==> src/hbsc_defines.vh <==
// constants for the half-bridge serial control block
`ifndef HBSC_DEFINES_VH
`define HBSC_DEFINES_VH
`define HBSC_W 16
`define HBSC_CNT_W 5
`define HBSC_BIT_CLR 0
`define HBSC_SW_LO 1
`define HBSC_SW_HI 12
`define HBSC_BIT_OLD 13
`define HBSC_BIT_SCT 14
`define HBSC_BIT_SE 15
`define HBSC_ST_TP 0
`define HBSC_ST_SCD 13
`define HBSC_ST_EN 14
`define HBSC_ST_PSF 15
`define HBSC_CTRL_RST 16'hE000
`define HBSC_ALL_ONES 16'hFFFF
`define HBSC_CLK_MHZ 100
`define HBSC_SCT_LONG_US 12000
`define HBSC_SCT_SHORT_US 1500
`define HBSC_TMR_W 21
`endif

==> src/hbsc_serial_ctrl.v <==
// serial control and status port of the six half-bridge driver
//
// Contract
// - select falling edge starts a new frame
// - shifted control word applied only on select rising edge
// - input bit sampled on each falling serial clock edge
// - serial output driven from select fall, released while select high
// - serial output changes on select fall or rising clock edge, stable otherwise
// - status word shifted out lsb first, pre-warning first
// - control bit 0 clears latched supply, short and overtemp flags
// - bits 1..12 switch low1, high1 ... high6; high means on
// - bit 13 low enables open-load checking
// - bit 14 picks 12 ms or 1.5 ms short delay
// - bit 15 low puts device in standby
// - serial port keeps working during software standby
// - enable pin low puts device in standby
// - fault flag pulled low on overtemp or overcurrent
// - status: prewarn, switch states, short, enable, supply fail
// - overtemp shutdown returns all sixteen status bits high
// - reset control word has bits 15..13 high, rest low
// - outputs off unless both enables high, serial stays active
`include "hbsc_defines.vh"
module hbsc_serial_ctrl (
	input wire ref_clk,
	input wire rst_b,
	input wire clkEn,
	input wire selectN,
	input wire serialClk,
	input wire serial_in,
	input wire enablePin,
	output reg serialOut,
	output reg serialOutEn,
	output wire faultN_o,
	output wire faultN_oe,
	input wire tempPrewarn,
	input wire overTemp,
	input wire overCurrent,
	input wire supplyUnder,
	input wire [11:0] openLoad,
	output reg [11:0] switchOn,
	output reg open_load_check_n,
	output reg short_delay_select,
	output reg soft_enable,
	output reg [`HBSC_TMR_W-1:0] shortDelayCycles,
	output reg active
);
	// products are 32-bit integers, cut to the timer width on purpose
	localparam integer LONG_INT = `HBSC_SCT_LONG_US * `HBSC_CLK_MHZ;
	localparam integer SHORT_INT = `HBSC_SCT_SHORT_US * `HBSC_CLK_MHZ;
	localparam [`HBSC_TMR_W-1:0] LONG_CYC = LONG_INT[`HBSC_TMR_W-1:0];
	localparam [`HBSC_TMR_W-1:0] SHORT_CYC = SHORT_INT[`HBSC_TMR_W-1:0];

	// ----------------------------------------
	// reset release and pin synchronisers
	// ----------------------------------------
	reg rstS1_q;
	reg rstN_q;
	// async assert, release through two flops
	always @(posedge ref_clk or negedge rst_b) begin
		if (!rst_b) begin
			rstS1_q <= 1'b0;
			rstN_q <= 1'b0;
		end else begin
			rstS1_q <= 1'b1;
			rstN_q <= rstS1_q;
		end
	end
	wire selS;
	wire sckS;
	wire dinS;
	wire enS;
	wire otS;
	wire ocS;
	wire uvS;
	wire twS;
	wire [11:0] olS;
	wire selActS;
	// select enters inverted so the flop reset value means idle: no false edge after reset
	hbsc_sync uSel (.clk(ref_clk), .rstN(rstN_q), .ce(clkEn), .pinIn(~selectN),
		.syncOut(selActS));
	assign selS = ~selActS;
	hbsc_sync uSck (.clk(ref_clk), .rstN(rstN_q), .ce(clkEn), .pinIn(serialClk), .syncOut(sckS));
	hbsc_sync uDin (.clk(ref_clk), .rstN(rstN_q), .ce(clkEn), .pinIn(serial_in), .syncOut(dinS));
	hbsc_sync uEn (.clk(ref_clk), .rstN(rstN_q), .ce(clkEn), .pinIn(enablePin), .syncOut(enS));
	hbsc_sync uOt (.clk(ref_clk), .rstN(rstN_q), .ce(clkEn), .pinIn(overTemp), .syncOut(otS));
	hbsc_sync uOc (.clk(ref_clk), .rstN(rstN_q), .ce(clkEn), .pinIn(overCurrent), .syncOut(ocS));
	hbsc_sync uUv (.clk(ref_clk), .rstN(rstN_q), .ce(clkEn), .pinIn(supplyUnder), .syncOut(uvS));
	hbsc_sync uTw (.clk(ref_clk), .rstN(rstN_q), .ce(clkEn), .pinIn(tempPrewarn), .syncOut(twS));
	genvar gi;
	generate
		for (gi = 0; gi < 12; gi = gi + 1) begin : gOl
			hbsc_sync uOl (.clk(ref_clk), .rstN(rstN_q), .ce(clkEn), .pinIn(openLoad[gi]),
				.syncOut(olS[gi]));
		end
	endgenerate

	// ----------------------------------------
	// edge detection on synchronised pins
	// ----------------------------------------
	reg selD_q;
	reg sckD_q;
	always @(posedge ref_clk or negedge rstN_q) begin
		if (!rstN_q) begin
			selD_q <= 1'b1;
			sckD_q <= 1'b0;
		end else if (clkEn) begin
			selD_q <= selS;
			sckD_q <= sckS;
		end
	end
	wire selFall = selD_q & ~selS;
	wire selRise = ~selD_q & selS;
	wire inFrame = ~selS;
	wire sckFall = inFrame & sckD_q & ~sckS;
	wire sckRise = inFrame & ~sckD_q & sckS;

	// ----------------------------------------
	// latched status flags
	// ----------------------------------------
	reg supplyFail_q;
	reg shortDet_q;
	reg otShut_q;
	reg [`HBSC_W-1:0] ctrl_q;
	reg [`HBSC_W-1:0] rxShift_q;
	wire clrReq = selRise & rxShift_q[`HBSC_BIT_CLR];
	reg [`HBSC_TMR_W-1:0] ocTmr_q;
	wire ocTrip = ocS & (ocTmr_q >= shortDelayCycles);
	always @(posedge ref_clk or negedge rstN_q) begin
		if (!rstN_q) begin
			supplyFail_q <= 1'b0;
			shortDet_q <= 1'b0;
			otShut_q <= 1'b0;
		end else if (clkEn) begin
			supplyFail_q <= uvS | (supplyFail_q & ~clrReq);
			shortDet_q <= ocTrip | (shortDet_q & ~clrReq);
			otShut_q <= otS | (otShut_q & ~clrReq);
		end
	end
	// overcurrent must persist for the chosen delay before shutdown
	always @(posedge ref_clk or negedge rstN_q) begin
		if (!rstN_q) begin
			ocTmr_q <= {`HBSC_TMR_W{1'b0}};
		end else if (clkEn) begin
			if (!ocS) begin
				ocTmr_q <= {`HBSC_TMR_W{1'b0}};
			end else if (!ocTrip) begin
				ocTmr_q <= ocTmr_q + 1'b1;
			end
		end
	end

	// ----------------------------------------
	// status word assembly
	// ----------------------------------------
	reg [`HBSC_W-1:0] statusWord;
	always @* begin
		statusWord = {`HBSC_W{1'b0}};
		statusWord[`HBSC_ST_TP] = twS;
		statusWord[`HBSC_SW_HI:`HBSC_SW_LO] = switchOn | (olS & {12{~open_load_check_n}});
		statusWord[`HBSC_ST_SCD] = shortDet_q;
		statusWord[`HBSC_ST_EN] = active;
		statusWord[`HBSC_ST_PSF] = supplyFail_q;
		if (otShut_q) begin
			statusWord = `HBSC_ALL_ONES;
		end
	end

	// ----------------------------------------
	// frame shifting
	// ----------------------------------------
	reg [`HBSC_W-1:0] txShift_q;
	// sample on falling edge, keep last sixteen bits
	always @(posedge ref_clk or negedge rstN_q) begin
		if (!rstN_q) begin
			rxShift_q <= {`HBSC_W{1'b0}};
		end else if (clkEn) begin
			if (sckFall) begin
				rxShift_q <= {dinS, rxShift_q[`HBSC_W-1:1]};
			end
		end
	end
	// capture status, lsb first, received bits follow
	// received bits queue behind the status, so they leave sixteen clocks later
	always @(posedge ref_clk or negedge rstN_q) begin
		if (!rstN_q) begin
			txShift_q <= {`HBSC_W{1'b0}};
		end else if (clkEn) begin
			if (selFall) begin
				txShift_q <= statusWord;
			end else if (sckFall) begin
				txShift_q <= {dinS, txShift_q[`HBSC_W-1:1]};
			end
		end
	end
	// serial output register and enable
	always @(posedge ref_clk or negedge rstN_q) begin
		if (!rstN_q) begin
			serialOut <= 1'b0;
			serialOutEn <= 1'b0;
		end else if (clkEn) begin
			// drive from select fall, release on high
			serialOutEn <= inFrame;
			if (selFall) begin
				serialOut <= statusWord[0];
			end else if (sckRise) begin
				serialOut <= txShift_q[1];
			end
		end
	end

	// ----------------------------------------
	// control word and derived outputs
	// ----------------------------------------
	// apply on select rise, even in standby
	always @(posedge ref_clk or negedge rstN_q) begin
		if (!rstN_q) begin
			ctrl_q <= `HBSC_CTRL_RST;
		end else if (clkEn) begin
			if (selRise) begin
				ctrl_q <= rxShift_q;
			end
		end
	end
	// registered outputs decoded from control word
	always @(posedge ref_clk or negedge rstN_q) begin
		if (!rstN_q) begin
			switchOn <= 12'h000;
			open_load_check_n <= 1'b1;
			short_delay_select <= 1'b1;
			soft_enable <= 1'b1;
			shortDelayCycles <= LONG_CYC;
			active <= 1'b0;
		end else if (clkEn) begin
			active <= ctrl_q[`HBSC_BIT_SE] & enS;
			// switch bits, shut off on fault
			switchOn <= (ctrl_q[`HBSC_SW_HI:`HBSC_SW_LO] &
				{12{ctrl_q[`HBSC_BIT_SE] & enS & ~shortDet_q & ~otShut_q}});
			open_load_check_n <= ctrl_q[`HBSC_BIT_OLD];
			short_delay_select <= ctrl_q[`HBSC_BIT_SCT];
			shortDelayCycles <= ctrl_q[`HBSC_BIT_SCT] ? LONG_CYC : SHORT_CYC;
			soft_enable <= ctrl_q[`HBSC_BIT_SE];
		end
	end

	// ----------------------------------------
	// open-drain fault flag
	// ----------------------------------------
	// pull low on fault
	assign faultN_o = 1'b0;
	assign faultN_oe = otS | ocS | otShut_q | shortDet_q;
endmodule // hbsc_serial_ctrl

==> src/hbsc_sync.v <==
// two-flop synchroniser for one pin
module hbsc_sync (
	input wire clk,
	input wire rstN,
	input wire ce,
	input wire pinIn,
	output reg syncOut
);
	reg meta;
	// first flop read only by second
	always @(posedge clk or negedge rstN) begin
		if (!rstN) begin
			meta <= 1'b0;
			syncOut <= 1'b0;
		end else if (ce) begin
			meta <= pinIn;
			syncOut <= meta;
		end
	end
endmodule // hbsc_sync

==> config.mk <==
export PLATFORM = sky130hd
export DESIGN_NAME = hbsc_serial_ctrl
export DESIGN_NICKNAME = d
export VERILOG_FILES = /design/src/hbsc_serial_ctrl.v /design/src/hbsc_sync.v
export VERILOG_INCLUDE_DIRS = /design/src
export SDC_FILE = /design/constraint.sdc
export NUM_CORES = 1
export LEC_CHECK = 0
export ABC_AREA = 1
export BUFFER_PORTS_ARGS = -buffer_cell sky130_fd_sc_hd__buf_2
export CORE_ASPECT_RATIO = 0.75
export CORE_UTILIZATION = 45
export CTS_CLUSTER_SIZE = 24
export DETAILED_ROUTE_END_ITERATION = 8
export PLACE_DENSITY_LB_ADDON = 0.08
export SLEW_MARGIN = 10
export SYNTH_ARGS = -nofsm -noshare
export SYNTH_HDL_FRONTEND = slang
export SYNTH_HIERARCHICAL = 1
export SYNTH_SLANG_ARGS = --single-unit
==> constraint.sdc <==
create_clock -name ref_clk -period 5 [get_ports ref_clk]
set_clock_uncertainty 0.2 [all_clocks]
set_input_delay 1 -clock ref_clk [delete_from_list [all_inputs] [get_ports ref_clk]]
set_output_delay 1 -clock ref_clk [all_outputs]
set_load 0.02 [all_outputs]
==> impl_metrics.yaml, run 1 <==
outcome:
  outcome: "finished, violations left"
  violations: "design-rule violations"
power:
  p_comb_frac: 0.159
  p_int_mw: 2.25
  leakage_nw: 3.59
  p_sw_mw: 0.971
  p_sw_frac: 0.301
  clockPowerShare: 0.365
  vdd_ir_drop_max_mv: 0.232
  p_seq_frac: 0.476
  cellPowerDensity_mw_per_mm2: 453
  total_power_mw: 3.22
synthesis:
  yosysWarningCount: 6
  synthAdderAreaFrac: 0.0159
  synth.distinct_cells: 32
  synthCells: 789
  synth_top_cells_by_count: "308 x nand2_1, 126 x dfrtp_1, 73 x o21ai_0"
  synth_top_cell_area_share: 0.500
  synth_mux_area_frac: 0
  ys_seq_elements: 133
  syn_avg_cell_area_um2: 7.99
  synth_ff_type: "dfrtp_1"
  synth_top_family_by_area: "simple AND/OR/NAND/NOR gates"
  synth_top_area_cell: "dfrtp_1"
  synth-simple-area-share: 0.260
  yosysSeqAreaShare: 0.530
  netlist_area_mm2: 0.00630
  synth_edf_count: 0
  ys_async_sr_fraction: 1.00
  synth_most_common_cell: "nand2_1"
  yosys.area_share.xor_xnor: 0.0167
  synth_compound_area_frac: 0.0888
  synth_area_leaders: "dfrtp_1 50%, nand2_1 18%, o21ai_0 5.8%"
hold_path:
  worstHoldStart: "rstS1_q"
  hold_path_class: "flop to flop"
drt:
  routed_wl_um: 14300
  ant_nets: 0
  avgViaCountPerCell: 4.94
  drc_errors: 8
  vias: 5001
  dr.pass1.iters: 9
  drtIter0Drc: 500
  drt-wirelength-per-cell_um: 14.1
cts:
  cts.sinks: 133
  cts_resized: 0
  cts_root_buf: "clkbuf_16"
  cts_max_level: 4
  clkLatencyLatePin_ns: 0.41
  post_cts_buffers: 0
  clock_tree.buffer_depth: 2
  clk_pin_slew_worst_paths_ns: 0.06
  cts_tree: "done"
  hold_buffers: 0
  cts_buffers: 17
worst_setup_path:
  startpoint_type: "input port"
  critical_path.max_stage_delay_ns: 0.64
  cp_cell_sequence: "buf_4 > buf_4 > nand2_1 > o21ai_0 > o21ai_0"
  cp_max_fo: 49
  cp_num_buf_inv: 2
  path_class: "input port to flop"
  slowest_stage: "nand2_1"
  cp.arrival_ns: 3.09
  end_kind: "flop"
  path_delay_family: "buffers and inverters"
  r2r-start: "shortDelayCycles[10]"
  startpoint: "clkEn"
  required_ns: 5.07
layout:
  drive_above_1_share: 0.114
  synthToLayoutAreaGrowth_pct: 12.9
  nFillCells: 1306
  n_antenna_cell: 0
  final_net_count: 858
  final_cell_count_no_fill: 1012
floorplan:
  die-area_mm2: 0.0145
  die_h_um: 104
  coreArea_mm2: 0.0137
  ioPinCount: 64
  start_util: 0.460
  chipWidth_um: 139
  rows: 37
sta:
  fin_crit_sh: 0.603
  hold_viol_final: 0
  hold_slack_ns: 0.148
  setup_violations: 0
  slew_viol_final: 0
  fmax_mhz: 332
  rsz0062_at_grt: "false"
  setup_tns_ns: 0
  maxSlewHeadroom: 0.303
  min_period_ns: 3.01
  tightest_slew_ns: 1.04
placed_design:
  post-place-cells: 983
  finalWeightedCongestion: 0.929
  hpwl_um: 9900
  portBuffers: 47
global_route:
  grt_overflow: 0
  grt_pass1_vias: 4576
  grt_max_degree: 83
  grt_pass1_wl_um: 24100
  antenna_found_initial: 0
  grt_usage: 0.216
job:
  drv_cap: 0
==> registers in the layout (all words and copies together), names as in the netlist, 2 cells and up <==
register          flops
ctrl_q               15
gOl.uOl/meta         12
gOl.uOl/syncOut      12
ocTmr_q              21
rxShift_q            16
shortDelayCycles      2
switchOn             12
txShift_q            15
==> metrics by stage <==
step	utilization	setup slack (ns)	instance area (um^2)
finish	0.519	1.99	7110
global route	0.519	1.76	7110
CTS	0.519	1.96	7110
detailed placement	0.479	1.57	6560
global placement	0.479	1.62	6560
floorplan	-	0.832	6360
==> power groups by stage <==
| stage | sequential, mW | combinational, mW | clock, mW |
|---|---|---|---|
| finish | 1.53 | 0.512 | 1.18 |
| global route | 1.57 | 0.597 | 1.26 |
| CTS | 1.53 | 0.519 | 1.20 |
| detailed placement | 1.55 | 0.517 | 0 |
| global placement | 1.54 | 0.496 | 0 |
| floorplan | 1.51 | 0.373 | 0 |
==> routing by layer <==
layer  track usage  wire, um  up-vias
met5             0         0        -
met4        0.0579       119        0
met3        0.0691      1180       10
met2         0.278      5540      164
met1         0.342      7460     2307
li1              -         -     2520
==> placed cells by master, fill, tap and decap left out, drive strengths merged, types with 6 or more instances in the layout <==
cell	count
dfstp	7
clkbuf	19
buf	49
dfrtp	126
clkinv	6
inv	74
nand3	31
o21ai	80
conb	17
nand2	312
xor2	8
ha	8
a2111oi	12
nor2	63
==> final cells by class <==
type                       instances  area [um^2]  share of cell area
clock buffer                      19          443              0.0623
clock inverter                    10          111              0.0157
inverter                          75          282              0.0396
multi-input combinational        551         2460               0.347
sequential                       133         3340               0.470
tap                              175          219              0.0308
timing repair buffer              49          253              0.0355
==> final timing paths <==
check	endpoint	slack, ns	cells past startpoint
worst max-delay path	otShut_q	1.99	5
worst min-delay path	rstN_q	0.15	0
worst max register to register	ocTmr_q[3]	2.07	11
worst min register to register	rstN_q	0.15	0
max in group asynchronous	ocTmr_q[12]	3.05	1
min in group asynchronous	rstN_q	0.16	1
==> cells by family (layout without fill, tap and decap cells) <==
logic type                 Yosys count  in the layout
and+or+nand+nor                    413            413
DFF                                133            133
buffers and inverters              120            153
AOI/OAI and AO/OA                  101            101
xor gates and xnor gates            12             12
adders and majority gates            8              8
other                                2             17
No activity file was read; power rests on OpenSTA's default activity.
==> run 2: changes to the inputs <==
==> constraint.sdc (replaced) <==
create_clock -name ref_clk -period 2.9 [get_ports ref_clk]
set_clock_uncertainty 0.2 [all_clocks]
set_input_delay 0.58 -clock ref_clk [delete_from_list [all_inputs] [get_ports ref_clk]]
set_output_delay 0.58 -clock ref_clk [all_outputs]
set_load 0.02 [all_outputs]
==> run 2 against run 1 <==
Compared with the run above: first-iteration DRC count fell by 10%; non-clock buffer count increased by 9; register-to-register slack got worse by 1.5 ns; global-route usage shrank 0.21 points; the flow still finishes with violations (design-rule violations); final cell count is 1.2% higher; sequential share of layout area shrank 0.70 points; clock power up 73%; critical endpoint is now faultN_oe; sequential cell count did not move; combinational power is 79% higher; largest cell class unchanged.
==> impl_metrics.yaml, run 2 (same netlist as run 1, synthesis figures left out) <==
floorplan:
  die-area_mm2: 0.0145
  start_util: 0.460
  ioPinCount: 64
  coreArea_mm2: 0.0137
  chipWidth_um: 139
  die_h_um: 104
  rows: 37
worst_setup_path:
  cp_num_buf_inv: 1
  slowest_stage: "dfrtp_1"
  required_ns: 2.12
  cp.arrival_ns: 1.64
  cp_cell_sequence: "nor2_1 > nand3_1 > buf_2"
  cp_max_fo: 17
  critical_path.max_stage_delay_ns: 0.58
  path_class: "flop to output pin"
  path_delay_family: "flip-flops"
  end_kind: "output pin"
  startpoint_type: "flop"
sta:
  setup_slack_ns: 0.478
  min_period_ns: 2.42
  tightest_slew_ns: 0.802
  fin_crit_sh: 0.835
  setup_violations: 0
  rsz0062_at_grt: "false"
  fmax_mhz: 413
  hold_slack_ns: 0.164
  hold_viol_final: 0
  slew_viol_final: 0
  maxSlewHeadroom: 0.465
  setup_tns_ns: 0
placed_design:
  post-place-ws_ns: 0.566
  portBuffers: 47
  placed_area_mm2: 0.00664
  hpwl_um: 10300
  finalWeightedCongestion: 0.909
  post-place-cells: 991
drt:
  dr.pass1.iters: 9
  drtIter0Drc: 449
  drc_errors: 8
  vias: 5073
  drt-wirelength-per-cell_um: 14.5
  avgViaCountPerCell: 4.95
  routed_wl_um: 14800
  ant_nets: 0
layout:
  final_common_cell: "nand2_1"
  utilization: 0.527
  n_antenna_cell: 0
  nFillCells: 1307
  fin_area_mm2: 0.00722
  final_cell_mix: "308 x nand2_1, 125 x dfrtp_1, 73 x o21ai_0"
  largestRegisters: "ocTmr_q (21), rxShift_q (16)"
  final_net_count: 867
  largest_register_ffs: 21
  top_register: "ocTmr_q"
  drive_above_1_share: 0.125
  final_cell_count_no_fill: 1024
  synthToLayoutAreaGrowth_pct: 14.6
job:
  drv_cap: 0
cts:
  hold_buffers: 1
  cts_tree: "done"
  cts_resized: 0
  cts.sinks: 133
  clkLatencyLatePin_ns: 0.42
  clock_tree.buffer_depth: 2
  clk_pin_slew_worst_paths_ns: 0.06
  cts_buffers: 17
  post_cts_buffers: 0
  cts_root_buf: "clkbuf_16"
  cts_max_level: 4
global_route:
  grt_pass1_wl_um: 24000
  antenna_found_initial: 0
  grt_usage: 0.214
  grt_max_degree: 58
  grt_pass1_vias: 4596
  grt_overflow: 0
outcome:
  outcome: "finished, violations left"
  violations: "design-rule violations"
power:
  total_power_mw: 5.58
  vdd_ir_drop_max_mv: 0.399
  cellPowerDensity_mw_per_mm2: 773
  leakage_nw: 3.65
hold_path:
  hold_path_class: "input port to flop"
## run 2: cell types whose count changed in the layout (fill, tap and decap cells not counted), sizes merged
cell,before,now
inv,74,81
buf,49,57
bufinv,2,0
clkbuf,19,20
clkinvlp,3,2
clkinv,6,4
dlygate4sd3,0,1
## run 2: path summary, 6_finish.rpt
| check | from | endpoint | slack, ns | cells after the start |
|---|---|---|---|---|
| max | otShut_q | faultN_oe | 0.48 | 3 |
| min | overCurrent | uOc/meta | 0.16 | 3 |
| max reg2reg | shortDelayCycles[10] | ocTmr_q[17] | 0.55 | 11 |
| min reg2reg | rstS1_q | rstN_q | 0.17 | 0 |
| max in group asynchronous | rstN_q | ctrl_q[15] | 1.53 | 1 |
| min in group asynchronous | rstN_q | switchOn[7] | 0.23 | 0 |
## run 2: worst register-to-register path, stage by stage, from the launching register on
cell and delay (ns):
dfstp_2 0.55, inv_1 0.08, ha_1 0.30, nand2_1 0.05, nor2_1 0.18, and3_1 0.18
nand2_1 0.07, nand2_1 0.08, nand2_2 0.06, nand2_2 0.35, nand2_1 0.11, nand2_1 0.08
## run 2: layer usage
metal / share of wire / GRT usage / vias to the layer above
met2: 0.40 / 0.289 / 142
met1: 0.52 / 0.342 / 2387
met5: 0 / 0 / -
met3: 0.066 / 0.0424 / 14
met4: 0.0082 / 0.0619 / 0
li1: - / - / 2530
## run 2: layout make-up
class / count / area, um^2 / share of cell area
Multi-Input combinational cell: 551 / 2460 / 0.341
Inverter: 75 / 282 / 0.0390
Sequential cell: 133 / 3340 / 0.463
Tap cell: 175 / 219 / 0.0303
Clock buffer: 20 / 457 / 0.0632
Timing Repair Buffer: 58 / 348 / 0.0482
Clock inverter: 12 / 110 / 0.0152
## run 2: where the power goes
part,switching (mW),internal (mW)
sequential,0.302,2.32
clock,0.870,1.17
combinational,0.604,0.314
total,1.78,3.80
==> run 3: changes to the inputs <==
==> constraint.sdc (replaced) <==
create_clock -name ref_clk -period 2.26 [get_ports ref_clk]
set_clock_uncertainty 0.2 [all_clocks]
set_input_delay 0.452 -clock ref_clk [delete_from_list [all_inputs] [get_ports ref_clk]]
set_output_delay 0.452 -clock ref_clk [all_outputs]
set_load 0.02 [all_outputs]
==> run 3 against run 2 <==
Compared with the run above: the flow still finishes with violations (design-rule violations); combinational power up 39%; utilization up 1.7 points; sequential share of layout area down 1.4 points; die area unchanged; critical path depth up 10; sequential power up 27%; setup slack worse by 0.35 ns; via count up 1.2%; hold slack worse by 0.13 ns.
==> impl_metrics.yaml, run 3 (same netlist as run 1, synthesis figures left out) <==
sta:
  setup_violations: 0
  fin_crit_sh: 0.943
  min_period_ns: 2.13
  setup_tns_ns: 0
  fmax_mhz: 469
  rsz0062_at_grt: "false"
  hold_viol_final: 0
  slew_viol_final: 0
  hold_slack_ns: 0.0334
floorplan:
  coreArea_mm2: 0.0137
  die-area_mm2: 0.0145
  die_h_um: 104
  start_util: 0.460
  ioPinCount: 64
  rows: 37
  chipWidth_um: 139
layout:
  largest_register_ffs: 21
  n_antenna_cell: 0
  final_common_cell: "nand2_1"
  final_net_count: 878
  nFillCells: 1282
  top_register: "ocTmr_q"
  final_cell_mix: "308 x nand2_1, 125 x dfrtp_1, 73 x o21ai_0"
  drive_above_1_share: 0.143
  largestRegisters: "ocTmr_q (21), rxShift_q (16)"
  synthToLayoutAreaGrowth_pct: 18.2
  seqCellArea_mm2: 0.00334
  multiInputGateArea_mm2: 0.00251
  final_cell_count_no_fill: 1035
drt:
  ant_nets: 0
  drc_errors: 9
  wl_met1_um: 7890
  dr.pass1.iters: 9
  wl_met2_um: 6250
  dr.max_layer_used: "met4"
  wl_met3_um: 855
  vias: 5136
  routed_wl_um: 15100
  drt-wirelength-per-cell_um: 14.6
  drtIter0Drc: 446
  avgViaCountPerCell: 4.96
outcome:
  outcome: "finished, violations left"
  violations: "design-rule violations"
placed_design:
  post-place-cells: 1000
  hpwl_um: 10700
  finalWeightedCongestion: 0.934
  portBuffers: 47
global_route:
  grt_max_degree: 38
  grt_pass1_wl_um: 24800
  grt_overflow: 0
  antenna_found_initial: 0
  grt_usage: 0.224
  grt_pass1_vias: 4814
cts:
  cts_root_buf: "clkbuf_16"
  clkLatencyLatePin_ns: 0.42
  cts.sinks: 133
  clk_pin_slew_worst_paths_ns: 0.06
  cts_tree: "done"
  cts_buffers: 17
  cts_max_level: 4
  clock_tree.buffer_depth: 2
job:
  drv_cap: 0
hold_path:
  hold_path_class: "input port to flop"
power:
  vdd_ir_drop_max_mv: 0.604
  cellPowerDensity_mw_per_mm2: 1000
  leakage_nw: 3.75
worst_setup_path:
  cp_max_fo: 6
  startpoint_type: "flop"
  required_ns: 2.37
  cp.arrival_ns: 2.24
  end_kind: "flop"
  path_class: "flop to flop"
-- run 3: cell count changes in the layout (fill, tap and decap cells not counted), sizes merged --
| cell | previous run | this run |
|---|---|---|
| buf | 57 | 67 |
| bufinv | 0 | 3 |
| clkinv | 4 | 6 |
| clkinvlp | 2 | 0 |
| clkbuf | 20 | 21 |
| inv | 81 | 78 |
-- run 3: power by group --
part	switching (mW)	total (mW)	internal [mW]
clock network	1.07	2.89	1.81
registers	0.341	3.32	2.97
logic	0.835	1.28	0.449
-- run 3: metrics by stage --
stage               worst slack [ns]  instance area, um^2  utilization  power, mW
finish                         0.128                 7450        0.544       7.49
global route                  0.0101                 7450        0.544       7.93
CTS                           0.0874                 7360        0.537       7.53
detailed placement            0.0970                 6720        0.491       4.61
global placement               0.139                 6720        0.491       4.56
floorplan                      0.156                 6360            -       4.18
-- run 3: area by class of cell --
class / instances / share of cell area
well taps: 175 / 0.0294
multi-input cells: 551 / 0.337
clock inverters: 12 / 0.0222
flip-flops and latches: 133 / 0.448
repair buffers: 69 / 0.0638
inverters: 75 / 0.0378
clock buffers: 20 / 0.0613
-- run 3: critical path: stages, from the launching register on --
cell and delay (ns):
dfrtp_1 0.40, inv_1 0.17, ha_4 0.23, a21oi_1 0.13, nand2_1 0.13, nand2_1 0.09, nand2_1 0.05, nand2_1 0.06
nand2_1 0.07, nand2_2 0.12, nand2_4 0.09, clkbuf_16 0.17, nand2_1 0.06, nand2_1 0.05
-- run 3: what timing repair did --
item,CTS,global route
setup endpoints to repair,0,22
gates resized for setup,0,11
endpoints found under the hold margin,2,0
hold buffers,1,0
buffers inserted,0,1
-- run 3: final timing paths --
kind | cells past startpoint | from | endpoint | slack [ns]
worst max-delay path | 13 | shortDelayCycles[6] | ocTmr_q[12] | 0.13
worst min-delay path | 3 | openLoad[7] | gOl[7].uOl/meta | 0.03
worst max register to register | 13 | shortDelayCycles[6] | ocTmr_q[12] | 0.13
worst min register to register | 0 | rstN_q | switchOn[11] | 0.08
max in group asynchronous | 1 | rstN_q | open_load_check_n | 1.15
min in group asynchronous | 0 | rstN_q | switchOn[11] | 0.08
-- run 3: metal layers --
metal,up-vias,track usage
li1,2561,-
met1,2434,0.335
met2,131,0.307
met3,10,0.0691
met4,0,0.0690
met5,-,0
